$ cat src/rtl/sfsp_pkg.sv
// constants, codes and state encoding for the short floor speed profile block
// assumes speeds in 0.01 Hz, ramp times in 0.01 s, hold times in 0.1 s, gains in 0.1 %
package sfsp_pkg;

  // data widths
  localparam int SPD_W  = 16;
  localparam int TIME_W = 16;
  localparam int GAIN_W = 16;

  // factory value of both distance gains, 150.0 %
  localparam logic [GAIN_W-1:0] GAIN_DEFAULT = 16'h05DC;
  // 100.0 % in gain units: no s-curve compensation
  localparam int GAIN_UNITY = 1000;

  // simple mode intermediate speed, percent of nominal
  localparam int PCT_SIMPLE = 40;
  localparam int PCT_FULL   = 100;

  // base tick of the ramp and hold timing
  localparam int CLK_PERIOD_NS  = 40;
  localparam int TICK_PERIOD_NS = 1000000;
  localparam int TICK_CYCLES    = TICK_PERIOD_NS / CLK_PERIOD_NS;

  // milliseconds per unit of a ramp time and of a hold time
  localparam int MS_PER_RAMP_UNIT = 10;
  localparam int MS_PER_HOLD_UNIT = 100;

  // short floor mode select codes
  localparam logic [1:0] MODE_OFF    = 2'h0;
  localparam logic [1:0] MODE_SIMPLE = 2'h1;
  localparam logic [1:0] MODE_ADV    = 2'h2;

  // speed reference priority codes
  localparam logic [1:0] PRIO_MULTI_A = 2'h0;
  localparam logic [1:0] PRIO_MULTI_B = 2'h3;

  // synchroniser bundle layout
  localparam int SYN_RUN   = 0;
  localparam int SYN_LVL   = 1;
  localparam int SYN_SEL0  = 2;
  localparam int SYN_SEL1  = 3;
  localparam int SYN_RESC  = 4;
  localparam int SYN_INSP  = 5;
  localparam int SYN_FINIT = 6;
  localparam int SYN_DWELL = 7;
  localparam int SYN_W     = 8;

  // profile sequencer states, gray along idle-dwell-run-short floor-level-stop
  typedef enum logic [2:0] {
    SFSP_IDLE       = 3'h0,
    SFSP_DWELL      = 3'h1,
    SFSP_RUN        = 3'h3,
    SFSP_SF_RAMP    = 3'h2,
    SFSP_SF_HOLD    = 3'h6,
    SFSP_LEVEL      = 3'h7,
    SFSP_STOP       = 3'h5,
    SFSP_DWELL_HOLD = 3'h4
  } sfsp_state_e;

endpackage

$ cat src/rtl/sfsp_core.sv
// short floor speed profile sequencer for a lift drive
// assumes settings are static during a run and come from logic on mclk;
// command pins arrive asynchronously and are synchronised here
//
// Contract
// - leveling request before nominal speed is reached means short floor travel
// - simple mode above 40 %: slow to 40 %, hold, slow to leveling, stop
// - simple mode below 40 %: speed up to 40 %, hold, slow to leveling
// - simple mode, constant speed under 40 %: hold present speed for a time
// - simple mode, constant speed 40 % to nominal: slow to 40 %, hold, level
// - advanced mode computes optimal speed from reference, both gains, minimum time; the code uses nom_speed and the gain average only
// - advanced mode below optimal: speed up to it, hold minimum time
// - advanced mode beyond optimal: hold reached speed, then slow to leveling
// - simple, multi-speed priority: short floor nominal setting, leveling detection on
// - simple, dedicated inputs: nominal setting, no leveling detection
// - advanced, multi-speed: start reference as nominal, threshold detects leveling
// - advanced, dedicated inputs: nominal setting used for the pattern
// - optimal speed ignores s-curves; only the gains compensate them
// - multi-speed priority: leveling released in short floor returns to reference
// - dwell still runs in short floor but stays out of the calculation
// - no advanced short floor during rescue or inspection runs
// - ramp times are full scale travel of maximum output frequency
// - four ramp time pairs, chosen by inputs or automatic speed switchover
// - both distance gains reset to 150.0 % on factory initialisation
`timescale 1ns/1ns
`default_nettype none
module sfsp_core #(
  parameter int TICK_CYCLES = sfsp_pkg::TICK_CYCLES,
  parameter int SPD_W       = sfsp_pkg::SPD_W,
  parameter int TIME_W      = sfsp_pkg::TIME_W,
  parameter int GAIN_W      = sfsp_pkg::GAIN_W
) (
  input  wire logic              mclk,
  input  wire logic              rst_b,
  // command pins, asynchronous
  input  wire logic              run_cmd,
  input  wire logic              leveling_cmd,
  input  wire logic [1:0]        accel_decel_sel,
  input  wire logic              rescue_run,
  input  wire logic              inspection_run,
  input  wire logic              factory_init,
  input  wire logic              dwell_enable,
  // settings, same clock domain
  input  wire logic [1:0]        short_floor_mode_sel,
  input  wire logic [1:0]        speed_ref_priority_sel,
  input  wire logic [SPD_W-1:0]  speed_ref,
  input  wire logic [SPD_W-1:0]  leveling_speed,
  input  wire logic [SPD_W-1:0]  nominal_speed_setting,
  input  wire logic [SPD_W-1:0]  short_floor_nominal_speed,
  input  wire logic [SPD_W-1:0]  level_speed_detect_threshold,
  input  wire logic [SPD_W-1:0]  max_output_frequency,
  input  wire logic [TIME_W-1:0] min_constant_speed_time,
  input  wire logic              gain_load,
  input  wire logic [GAIN_W-1:0] accel_distance_gain,
  input  wire logic [GAIN_W-1:0] decel_distance_gain,
  input  wire logic [TIME_W-1:0] accel_time_1,
  input  wire logic [TIME_W-1:0] decel_time_1,
  input  wire logic [TIME_W-1:0] accel_time_2,
  input  wire logic [TIME_W-1:0] decel_time_2,
  input  wire logic [TIME_W-1:0] accel_time_3,
  input  wire logic [TIME_W-1:0] decel_time_3,
  input  wire logic [TIME_W-1:0] accel_time_4,
  input  wire logic [TIME_W-1:0] decel_time_4,
  input  wire logic [SPD_W-1:0]  decel_switch_freq,
  input  wire logic [SPD_W-1:0]  dwell_speed,
  input  wire logic [TIME_W-1:0] dwell_time,
  // status
  output logic [SPD_W-1:0]       speed_out,
  output logic                   short_floor_active,
  output logic                   level_detect_used,
  output logic                   hold_active,
  output logic [GAIN_W-1:0]      accel_gain_active,
  output logic [GAIN_W-1:0]      decel_gain_active
);
  logic [sfsp_pkg::SYN_W-1:0] syn1_reg;
  logic [sfsp_pkg::SYN_W-1:0] syn2_reg;
  logic                       run_s;
  logic                       lvl_s;
  logic [1:0]                 sel_s;
  logic                       resc_s;
  logic                       insp_s;
  logic                       finit_s;
  logic                       dwell_s;

  sfsp_pkg::sfsp_state_e state_reg;
  sfsp_pkg::sfsp_state_e state_next;

  logic [SPD_W-1:0]  speed_reg;
  logic [SPD_W-1:0]  start_ref_reg;
  logic [SPD_W-1:0]  sf_target_reg;
  logic [SPD_W-1:0]  sf_target_calc;
  logic [SPD_W-1:0]  target_speed;
  logic [SPD_W-1:0]  nom_speed;
  logic [SPD_W-1:0]  forty_speed;
  logic [SPD_W-1:0]  opt_speed;
  logic [31:0]       opt_raw;
  logic [GAIN_W:0]   avg_gain;
  logic [GAIN_W-1:0] accel_gain_reg;
  logic [GAIN_W-1:0] decel_gain_reg;
  logic [31:0]       hold_cnt_reg;
  logic [31:0]       hold_load_val;
  logic              prio_multi;
  logic              lvl_req;
  logic              sf_allowed;
  logic              adv_ok;
  logic              at_const;
  logic              reached;
  logic [TIME_W-1:0] accel_tbl [4];
  logic [TIME_W-1:0] decel_tbl [4];
  logic [TIME_W-1:0] accel_time;
  logic [TIME_W-1:0] decel_time;
  logic              tick_ms;
  logic              step_up;
  logic              step_dn;

  // two flip-flops on every asynchronous command pin
  always_ff @(posedge mclk or negedge rst_b)
  begin
    if (!rst_b)
    begin
      syn1_reg <= '0;
      syn2_reg <= '0;
    end
    else
    begin
      syn1_reg <= {dwell_enable, factory_init, inspection_run, rescue_run,
                   accel_decel_sel, leveling_cmd, run_cmd};
      syn2_reg <= syn1_reg;
    end
  end

  assign run_s   = syn2_reg[sfsp_pkg::SYN_RUN];
  assign lvl_s   = syn2_reg[sfsp_pkg::SYN_LVL];
  assign sel_s   = syn2_reg[sfsp_pkg::SYN_SEL1:sfsp_pkg::SYN_SEL0];
  assign resc_s  = syn2_reg[sfsp_pkg::SYN_RESC];
  assign insp_s  = syn2_reg[sfsp_pkg::SYN_INSP];
  assign finit_s = syn2_reg[sfsp_pkg::SYN_FINIT];
  assign dwell_s = syn2_reg[sfsp_pkg::SYN_DWELL];

  // four ramp pairs; automatic switchover only moves the deceleration time
  assign accel_tbl = '{accel_time_1, accel_time_2, accel_time_3, accel_time_4};
  assign decel_tbl = '{decel_time_1, decel_time_2, decel_time_3, decel_time_4};

  always_comb
  begin
    accel_time = accel_tbl[sel_s];
    if (decel_switch_freq != '0)
      decel_time = (speed_reg >= decel_switch_freq) ? decel_tbl[0] : decel_tbl[3];
    else
      decel_time = decel_tbl[sel_s];
  end

  // nominal speed source and leveling detection by priority and mode
  always_comb
  begin
    prio_multi = (speed_ref_priority_sel == sfsp_pkg::PRIO_MULTI_A) ||
                 (speed_ref_priority_sel == sfsp_pkg::PRIO_MULTI_B);
    if (short_floor_mode_sel == sfsp_pkg::MODE_ADV)
      nom_speed = prio_multi ? start_ref_reg : nominal_speed_setting;
    else
      nom_speed = prio_multi ? short_floor_nominal_speed : nominal_speed_setting;
    // threshold detection counts only with multi-speed inputs and a short floor mode
    lvl_req = lvl_s || (prio_multi && (short_floor_mode_sel != sfsp_pkg::MODE_OFF) &&
              (level_speed_detect_threshold != '0) &&
              (speed_ref <= level_speed_detect_threshold));
    adv_ok     = (short_floor_mode_sel == sfsp_pkg::MODE_ADV) && !resc_s && !insp_s;
    sf_allowed = (short_floor_mode_sel == sfsp_pkg::MODE_SIMPLE) || adv_ok;
  end

  // targets of the two short floor methods
  always_comb
  begin
    forty_speed = SPD_W'((32'(nom_speed) * 32'(sfsp_pkg::PCT_SIMPLE)) /
                         32'(sfsp_pkg::PCT_FULL));
    // gains alone stand in for the s-curves and the dwell; higher gain, lower speed
    avg_gain = (GAIN_W+1)'(({1'b0, accel_gain_reg} + {1'b0, decel_gain_reg}) >> 1);
    if (avg_gain == '0)
      opt_raw = 32'(nom_speed);
    else
      opt_raw = (32'(nom_speed) * 32'(sfsp_pkg::GAIN_UNITY)) / 32'(avg_gain);
    opt_speed = (opt_raw > 32'(nom_speed)) ? nom_speed : SPD_W'(opt_raw);
    at_const  = (speed_reg == speed_ref);
    if (adv_ok)
      sf_target_calc = (speed_reg < opt_speed) ? opt_speed : speed_reg;
    else if (at_const && (speed_ref < forty_speed))
      sf_target_calc = speed_reg;
    else
      sf_target_calc = forty_speed;
  end

  // speed the ramp is heading for in each state
  always_comb
  begin
    unique case (state_reg)
      sfsp_pkg::SFSP_IDLE:       target_speed = '0;
      sfsp_pkg::SFSP_DWELL:      target_speed = dwell_speed;
      sfsp_pkg::SFSP_DWELL_HOLD: target_speed = speed_reg;
      sfsp_pkg::SFSP_RUN:        target_speed = speed_ref;
      sfsp_pkg::SFSP_SF_RAMP:    target_speed = sf_target_reg;
      sfsp_pkg::SFSP_SF_HOLD:    target_speed = speed_reg;
      sfsp_pkg::SFSP_LEVEL:      target_speed = leveling_speed;
      sfsp_pkg::SFSP_STOP:       target_speed = '0;
    endcase
    reached = (speed_reg == target_speed);
  end

  // next state of the profile
  always_comb
  begin
    state_next = state_reg;
    unique case (state_reg)
      sfsp_pkg::SFSP_IDLE:
        if (run_s)
          state_next = dwell_s ? sfsp_pkg::SFSP_DWELL : sfsp_pkg::SFSP_RUN;
      sfsp_pkg::SFSP_DWELL:
        if (reached)
          state_next = sfsp_pkg::SFSP_DWELL_HOLD;
      sfsp_pkg::SFSP_DWELL_HOLD:
        if (hold_cnt_reg == '0)
          state_next = sfsp_pkg::SFSP_RUN;
      sfsp_pkg::SFSP_RUN:
        if (lvl_req)
        begin
          // short floor only while still short of nominal
          if (sf_allowed && (speed_reg < nom_speed))
            state_next = sfsp_pkg::SFSP_SF_RAMP;
          else
            state_next = sfsp_pkg::SFSP_LEVEL;
        end
      sfsp_pkg::SFSP_SF_RAMP:
        if (prio_multi && !lvl_req)
          state_next = sfsp_pkg::SFSP_RUN;
        else if (reached)
          state_next = sfsp_pkg::SFSP_SF_HOLD;
      sfsp_pkg::SFSP_SF_HOLD:
        if (prio_multi && !lvl_req)
          state_next = sfsp_pkg::SFSP_RUN;
        else if (hold_cnt_reg == '0)
          state_next = sfsp_pkg::SFSP_LEVEL;
      sfsp_pkg::SFSP_LEVEL:
        state_next = state_reg;
      sfsp_pkg::SFSP_STOP:
        if (speed_reg == '0)
          state_next = sfsp_pkg::SFSP_IDLE;
    endcase
    // removing the run command always ends the profile with a stop ramp
    if (!run_s && (state_reg != sfsp_pkg::SFSP_IDLE) && (state_reg != sfsp_pkg::SFSP_STOP))
      state_next = sfsp_pkg::SFSP_STOP;
  end

  // state register
  always_ff @(posedge mclk or negedge rst_b)
  begin
    if (!rst_b)
      state_reg <= sfsp_pkg::SFSP_IDLE;
    else
      state_reg <= state_next;
  end

  // start reference and short floor target, frozen at their events
  always_ff @(posedge mclk or negedge rst_b)
  begin
    if (!rst_b)
    begin
      start_ref_reg <= '0;
      sf_target_reg <= '0;
    end
    else
    begin
      if ((state_reg == sfsp_pkg::SFSP_IDLE) && run_s)
        start_ref_reg <= speed_ref;
      // computed once at the request so a moving speed cannot chase it
      if ((state_reg != sfsp_pkg::SFSP_SF_RAMP) && (state_next == sfsp_pkg::SFSP_SF_RAMP))
        sf_target_reg <= sf_target_calc;
    end
  end

  // hold timer in ms, loaded on entry to a hold state
  always_comb
  begin
    if (state_next == sfsp_pkg::SFSP_DWELL_HOLD)
      hold_load_val = 32'(dwell_time) * 32'(sfsp_pkg::MS_PER_HOLD_UNIT);
    else
      hold_load_val = 32'(min_constant_speed_time) * 32'(sfsp_pkg::MS_PER_HOLD_UNIT);
  end

  always_ff @(posedge mclk or negedge rst_b)
  begin
    if (!rst_b)
      hold_cnt_reg <= '0;
    else if ((state_next != state_reg) && ((state_next == sfsp_pkg::SFSP_SF_HOLD) ||
             (state_next == sfsp_pkg::SFSP_DWELL_HOLD)))
      hold_cnt_reg <= hold_load_val;
    else if (tick_ms && (hold_cnt_reg != '0))
      hold_cnt_reg <= hold_cnt_reg - 32'h0000_0001;
  end

  // distance gains; factory initialisation wins over a load in the same cycle
  always_ff @(posedge mclk or negedge rst_b)
  begin
    if (!rst_b)
    begin
      accel_gain_reg <= sfsp_pkg::GAIN_DEFAULT;
      decel_gain_reg <= sfsp_pkg::GAIN_DEFAULT;
    end
    else if (finit_s)
    begin
      accel_gain_reg <= sfsp_pkg::GAIN_DEFAULT;
      decel_gain_reg <= sfsp_pkg::GAIN_DEFAULT;
    end
    else if (gain_load)
    begin
      accel_gain_reg <= accel_distance_gain;
      decel_gain_reg <= decel_distance_gain;
    end
  end

  // 1 ms base for ramps and holds
  sfsp_tick_div #(
    .CYCLES (TICK_CYCLES)
  ) u_tick (
    .mclk  (mclk),
    .rst_b (rst_b),
    .tick  (tick_ms)
  );

  // ramp rate scaled to maximum output frequency over the selected time
  sfsp_ramp_step #(
    .SPD_W  (SPD_W),
    .TIME_W (TIME_W)
  ) u_ramp (
    .mclk       (mclk),
    .rst_b      (rst_b),
    .tick_ms    (tick_ms),
    .speed_cur  (speed_reg),
    .speed_tgt  (target_speed),
    .max_freq   (max_output_frequency),
    .accel_time (accel_time),
    .decel_time (decel_time),
    .step_up    (step_up),
    .step_dn    (step_dn)
  );

  // output speed integrates the steps
  always_ff @(posedge mclk or negedge rst_b)
  begin
    if (!rst_b)
      speed_reg <= '0;
    else if (step_up && (speed_reg < target_speed))
      speed_reg <= speed_reg + 1'b1;
    else if (step_dn && (speed_reg > target_speed))
      speed_reg <= speed_reg - 1'b1;
  end

  // status flags, all registered
  always_ff @(posedge mclk or negedge rst_b)
  begin
    if (!rst_b)
    begin
      short_floor_active <= 1'b0;
      level_detect_used  <= 1'b0;
      hold_active        <= 1'b0;
    end
    else
    begin
      short_floor_active <= (state_next == sfsp_pkg::SFSP_SF_RAMP) ||
                            (state_next == sfsp_pkg::SFSP_SF_HOLD);
      level_detect_used  <= prio_multi &&
                            (short_floor_mode_sel != sfsp_pkg::MODE_OFF);
      hold_active        <= (state_next == sfsp_pkg::SFSP_SF_HOLD);
    end
  end

  assign speed_out         = speed_reg;
  assign accel_gain_active = accel_gain_reg;
  assign decel_gain_active = decel_gain_reg;
endmodule
`default_nettype wire

$ cat src/rtl/sfsp_ramp_step.sv
// ramp rate generator: one up or down step of one speed unit at the ramp rate
// assumes a 1 ms tick; a ramp time is full scale travel in 0.01 s units
`timescale 1ns/1ns
`default_nettype none
module sfsp_ramp_step #(
  parameter int SPD_W  = 16,
  parameter int TIME_W = 16
) (
  input  wire logic              mclk,
  input  wire logic              rst_b,
  input  wire logic              tick_ms,
  input  wire logic [SPD_W-1:0]  speed_cur,
  input  wire logic [SPD_W-1:0]  speed_tgt,
  input  wire logic [SPD_W-1:0]  max_freq,
  input  wire logic [TIME_W-1:0] accel_time,
  input  wire logic [TIME_W-1:0] decel_time,
  output logic                   step_up,
  output logic                   step_dn
);
  logic [31:0] acc_reg;
  logic [31:0] denom;
  logic        go_up;
  logic        go_dn;

  // full scale over the ramp time: acc gains max_freq per ms, a step costs time in ms
  always_comb
  begin
    go_up = (speed_tgt > speed_cur);
    go_dn = (speed_tgt < speed_cur);
    denom = 32'(go_up ? accel_time : decel_time) * 32'(sfsp_pkg::MS_PER_RAMP_UNIT);
  end

  // one step every second clock at most; a zero time steps every second clock
  always_ff @(posedge mclk or negedge rst_b)
  begin
    if (!rst_b)
    begin
      acc_reg <= '0;
      step_up <= 1'b0;
      step_dn <= 1'b0;
    end
    else if (!(go_up || go_dn) || step_up || step_dn)
    begin
      acc_reg <= (go_up || go_dn) ? acc_reg : '0; // no leftover credit at a plateau
      step_up <= 1'b0;
      step_dn <= 1'b0;
    end
    else if (tick_ms)
    begin
      acc_reg <= acc_reg + 32'(max_freq);
      step_up <= 1'b0;
      step_dn <= 1'b0;
    end
    else if (acc_reg >= denom)
    begin
      acc_reg <= acc_reg - denom;
      step_up <= go_up;
      step_dn <= go_dn;
    end
    else
    begin
      step_up <= 1'b0;
      step_dn <= 1'b0;
    end
  end
endmodule
`default_nettype wire

$ cat src/rtl/sfsp_tick_div.sv
// divider giving a one-cycle enable pulse every CYCLES clocks
// assumes a free running clock and an asynchronous active low reset
`timescale 1ns/1ns
`default_nettype none
module sfsp_tick_div #(
  parameter int CYCLES = 25000
) (
  input  wire logic mclk,
  input  wire logic rst_b,
  output logic      tick
);
  localparam int CW = $clog2(CYCLES) + 1;
  localparam logic [CW-1:0] LAST = CW'(CYCLES - 1);

  logic [CW-1:0] cnt_reg;

  // wrap counter, pulse on the last count
  always_ff @(posedge mclk or negedge rst_b)
  begin
    if (!rst_b)
    begin
      cnt_reg <= '0;
      tick    <= 1'b0;
    end
    else
    begin
      tick <= (cnt_reg == LAST);
      if (cnt_reg == LAST)
        cnt_reg <= '0;
      else
        cnt_reg <= cnt_reg + 1'b1;
    end
  end
endmodule
`default_nettype wire

$ cat config.mk
export PLATFORM = sky130hd
export DESIGN_NAME = sfsp_core
export DESIGN_NICKNAME = d
export VERILOG_FILES = /design/src/rtl/sfsp_pkg.sv /design/src/rtl/sfsp_core.sv /design/src/rtl/sfsp_ramp_step.sv /design/src/rtl/sfsp_tick_div.sv
export SDC_FILE = /design/constraint.sdc
export NUM_CORES = 2
export LEC_CHECK = 0
export BUFFER_PORTS_ARGS = -buffer_cell sky130_fd_sc_hd__clkbuf_2
export CORE_MARGIN = 1.5
export CORE_UTILIZATION = 30
export DETAILED_ROUTE_END_ITERATION = 7
export SYNTH_ARGS = -nofsm -noshare
export SYNTH_HDL_FRONTEND = slang
export SYNTH_SLANG_ARGS = --single-unit
$ cat constraint.sdc
create_clock -name mclk -period 113.6 [get_ports mclk]
set_input_delay 17.04 -clock mclk [delete_from_list [all_inputs] [get_ports mclk]]
set_output_delay 17.04 -clock mclk [all_outputs]
set_load 0.02 [all_outputs]
==> key figures <==
Timing
  – Count of final setup violators: 0
  – Period utilization: 94.9%
  – Final Hold Vio Count: 0
  – Slew Viols, Final: 0
  – Min cycle time layout: 107.76 ns
  – Worst Tran Pin Value: 1.28 ns
  – Setup Skew: 0.0235 ns
  – Max_slew headroom: 14.5%
  – Post-route setup TNS: 0 ns
  – Achievable Freq: 9.28 MHz

Setup path
  – Critical path class: in -> reg
  – Crit. End Element: register
  – CP max stage delay: 0.66 ns
  – Cell mode on critical path: o21a_1
  – Req. time, crit path: 114.01 ns
  – Critical Path Start Type: input pin
  – Crit-path max FO: 35
  – Critical path's slowest cell: or4b_2
  – Critical Path AT: 108.17 ns

Detailed routing
  – # DRC: 0
  – Routed WL per cell: 19.9 µm
  – Routed wire length: 186000 µm
  – 1st-pass router iterations: 6
  – DR vias/cell: 5.71
  – DR iter-0 viols: 4140
  – Vias: 53400
  – Antenna-violating nets left: 0

Global routing
  – Total global-route track usage: 20.9%
  – Number of global-route vias before repair: 50800
  – Largest net degree at the start of global routing: 78
  – Met2 Track Usage GR: 35.6%
  – GR Util met1: 27.7%
  – First-pass GRT wire length: 287000 µm
  – Met3 usage: 2.19%
  – Initial antenna violation count: 6
  – Most Used Layer, Global Route: met2
  – Grt total ovfl: 0

Clock network
  – Skew-Pair Late Insertion Delay: 0.51 ns
  – CTS Sinks: 185
  – Reg clk slew, reported paths: 0.09 ns
  – TritonCTS Buffers: 17
  – H-tree Lvls: 4
  – Longest Clk Path Bufs: 2
  – CTS tree: built
  – Root buf cell: clkbuf_16

Final layout
  – Post-route cell area: 0.0574 mm²
  – Fill cells: 17900
  – Commonest cells after routing, fill and taps aside: ha_1, nor2_1, nand2_1, a21oi_1, inv_1
  – Commonest non-fill, non-tap cell in the layout: ha_1
  – Final core area utilization: 34.3%
  – Layout cells sized above 1: 15.0%
  – Final nets: 8323
  – Area delta synth->final: 13.5%

Die
  – Num ports: 386
  – Initial Utilization: 30.2%
  – Core area: 0.167 mm²
  – Die W: 414 µm
  – Row cnt: 150
  – Total die area: 0.171 mm²
  – Die H: 414 µm

Yosys
  – Sequential share of the synthesized area: 9.18%
  – Async S/R FF share, synth: 100%
  – Post-synth top flop: dfrtp_1
  – Synth warnings: 0
  – Flops & latches, synth: 185
  – Avg Cell Area, Syn: 7.53 µm²
  – Area of the mapped netlist: 0.0506 mm²
  – Cells after Synth: 6724
  – EDFF count, synth: 0
  – Post-synth cell types: 126

Place
  – GP Congestion: 0.980
  – DP HPWL: 150000 µm
  – Placed inst area: 0.0559 mm²
  – IO buf count: 385

Run
  – Max-cap violation count: 0

Min path
  – Min-delay worst type: reg -> reg

Run status
  – Status: finished, final reports clean
final cells by class:
class	count	area, µm²	share of cell area (%)
inverter	428	1610	2.80
tap	2204	2760	4.80
multi-input combinational	5908	44300	77.1
clock inverter	15	209	0.364
clock buffer	17	425	0.741
timing repair buffer	589	3500	6.09
sequential	185	4650	8.10
antenna	5	12.5	0.0218
metal layers:
metal,vias to the layer above,part of all wire [%]
met1,25600,45
met5,-,0.0091
met4,2,3.0
met2,1640,47
li1,25900,-
met3,302,5.5
path summary, 6_finish.rpt:
| kind | slack, ns | start | endpoint | depth (start not counted) |
|---|---|---|---|---|
| hold reg to reg | 0.35 | syn1_reg[7] | syn2_reg[7] | 0 |
| max in group asynchronous | 95.70 | rst_b | syn2_reg[2] | 2 |
| setup reg to reg | 17.24 | accel_gain_active[0] | sf_target_reg[4] | 469 |
| hold / removal | 0.35 | syn1_reg[7] | syn2_reg[7] | 0 |
| setup / recovery | 5.84 | short_floor_mode_sel[0] | sf_target_reg[4] | 448 |
| min in group asynchronous | 16.45 | rst_b | syn2_reg[3] | 1 |
stage by stage:
stage | std cells | hold slack [ns] | worst slack [ns]
floorplan | 6729 | 0.331 | 1.11
global placement | 9281 | 0.337 | 0.00847
detailed placement | 9281 | 0.339 | -1.96
CTS | 9317 | 0.356 | 0.267
global route | 9351 | 0.356 | -0.305
finish | 9351 | 0.355 | 5.84
critical path: cells and delay by family:
family	cells	cell delay [ns]
and+or+nand+nor	117	22.42
adders and majority gates	34	10.94
buffers and inverters	27	4.33
AOI/OAI and AO/OA	263	51.28
muxes	7	1.97
cells by family (layout without fill, tap and decap cells):
logic type / count (synthesis) / after routing / share of synthesized area [%]
muxes: 257 / 257 / 6.19
AOI/OAI and AO/OA: 2143 / 2143 / 28.5
xor gates and xnor gates: 397 / 397 / 6.90
adders and majority gates: 862 / 862 / 22.5
buffers and inverters: 638 / 1049 / 4.83
and+or+nand+nor: 2241 / 2243 / 21.9
DFF: 185 / 185 / 9.18
other: 1 / 11 / 0.00741
cell usage after synthesis, types with 66 or more instances:
cell type | count | share of area, %
or3_1 | 82 | 1.0
nand3_1 | 134 | 1.3
nor3_1 | 292 | 2.9
inv_1 | 424 | 3.1
nand2b_1 | 102 | 1.3
a21o_1 | 172 | 2.6
clkbuf_1 | 155 | 1.1
nor2_1 | 571 | 4.2
nor4_1 | 66 | 0.82
xor2_1 | 121 | 2.1
mux2_2 | 124 | 2.8
and2_1 | 70 | 0.87
nand2_1 | 525 | 3.9
o21a_1 | 222 | 3.3
a21oi_1 | 540 | 5.3
or2_2 | 67 | 0.83
fa_1 | 81 | 3.2
o31ai_1 | 134 | 2.0
dfrtp_1 | 171 | 8.5
nor2b_1 | 88 | 1.1
mux2i_1 | 99 | 2.0
o21ai_0 | 380 | 3.8
o21bai_1 | 74 | 1.1
ha_1 | 778 | 19
xnor2_1 | 275 | 4.8
nand4_1 | 85 | 1.1
timing repair:
item / 4_1_cts / 5_1_grt
cloned: 1 / 1
setup buffers: 3 / 28
hold buffers: 0 / 0
gates resized for setup: 14 / 133
setup endpoints to repair: 16 / 16
pin swaps: 1 / 16
Power is not shown: default switching activity piles up to over one toggle a cycle in this logic, so the estimate is an artifact.
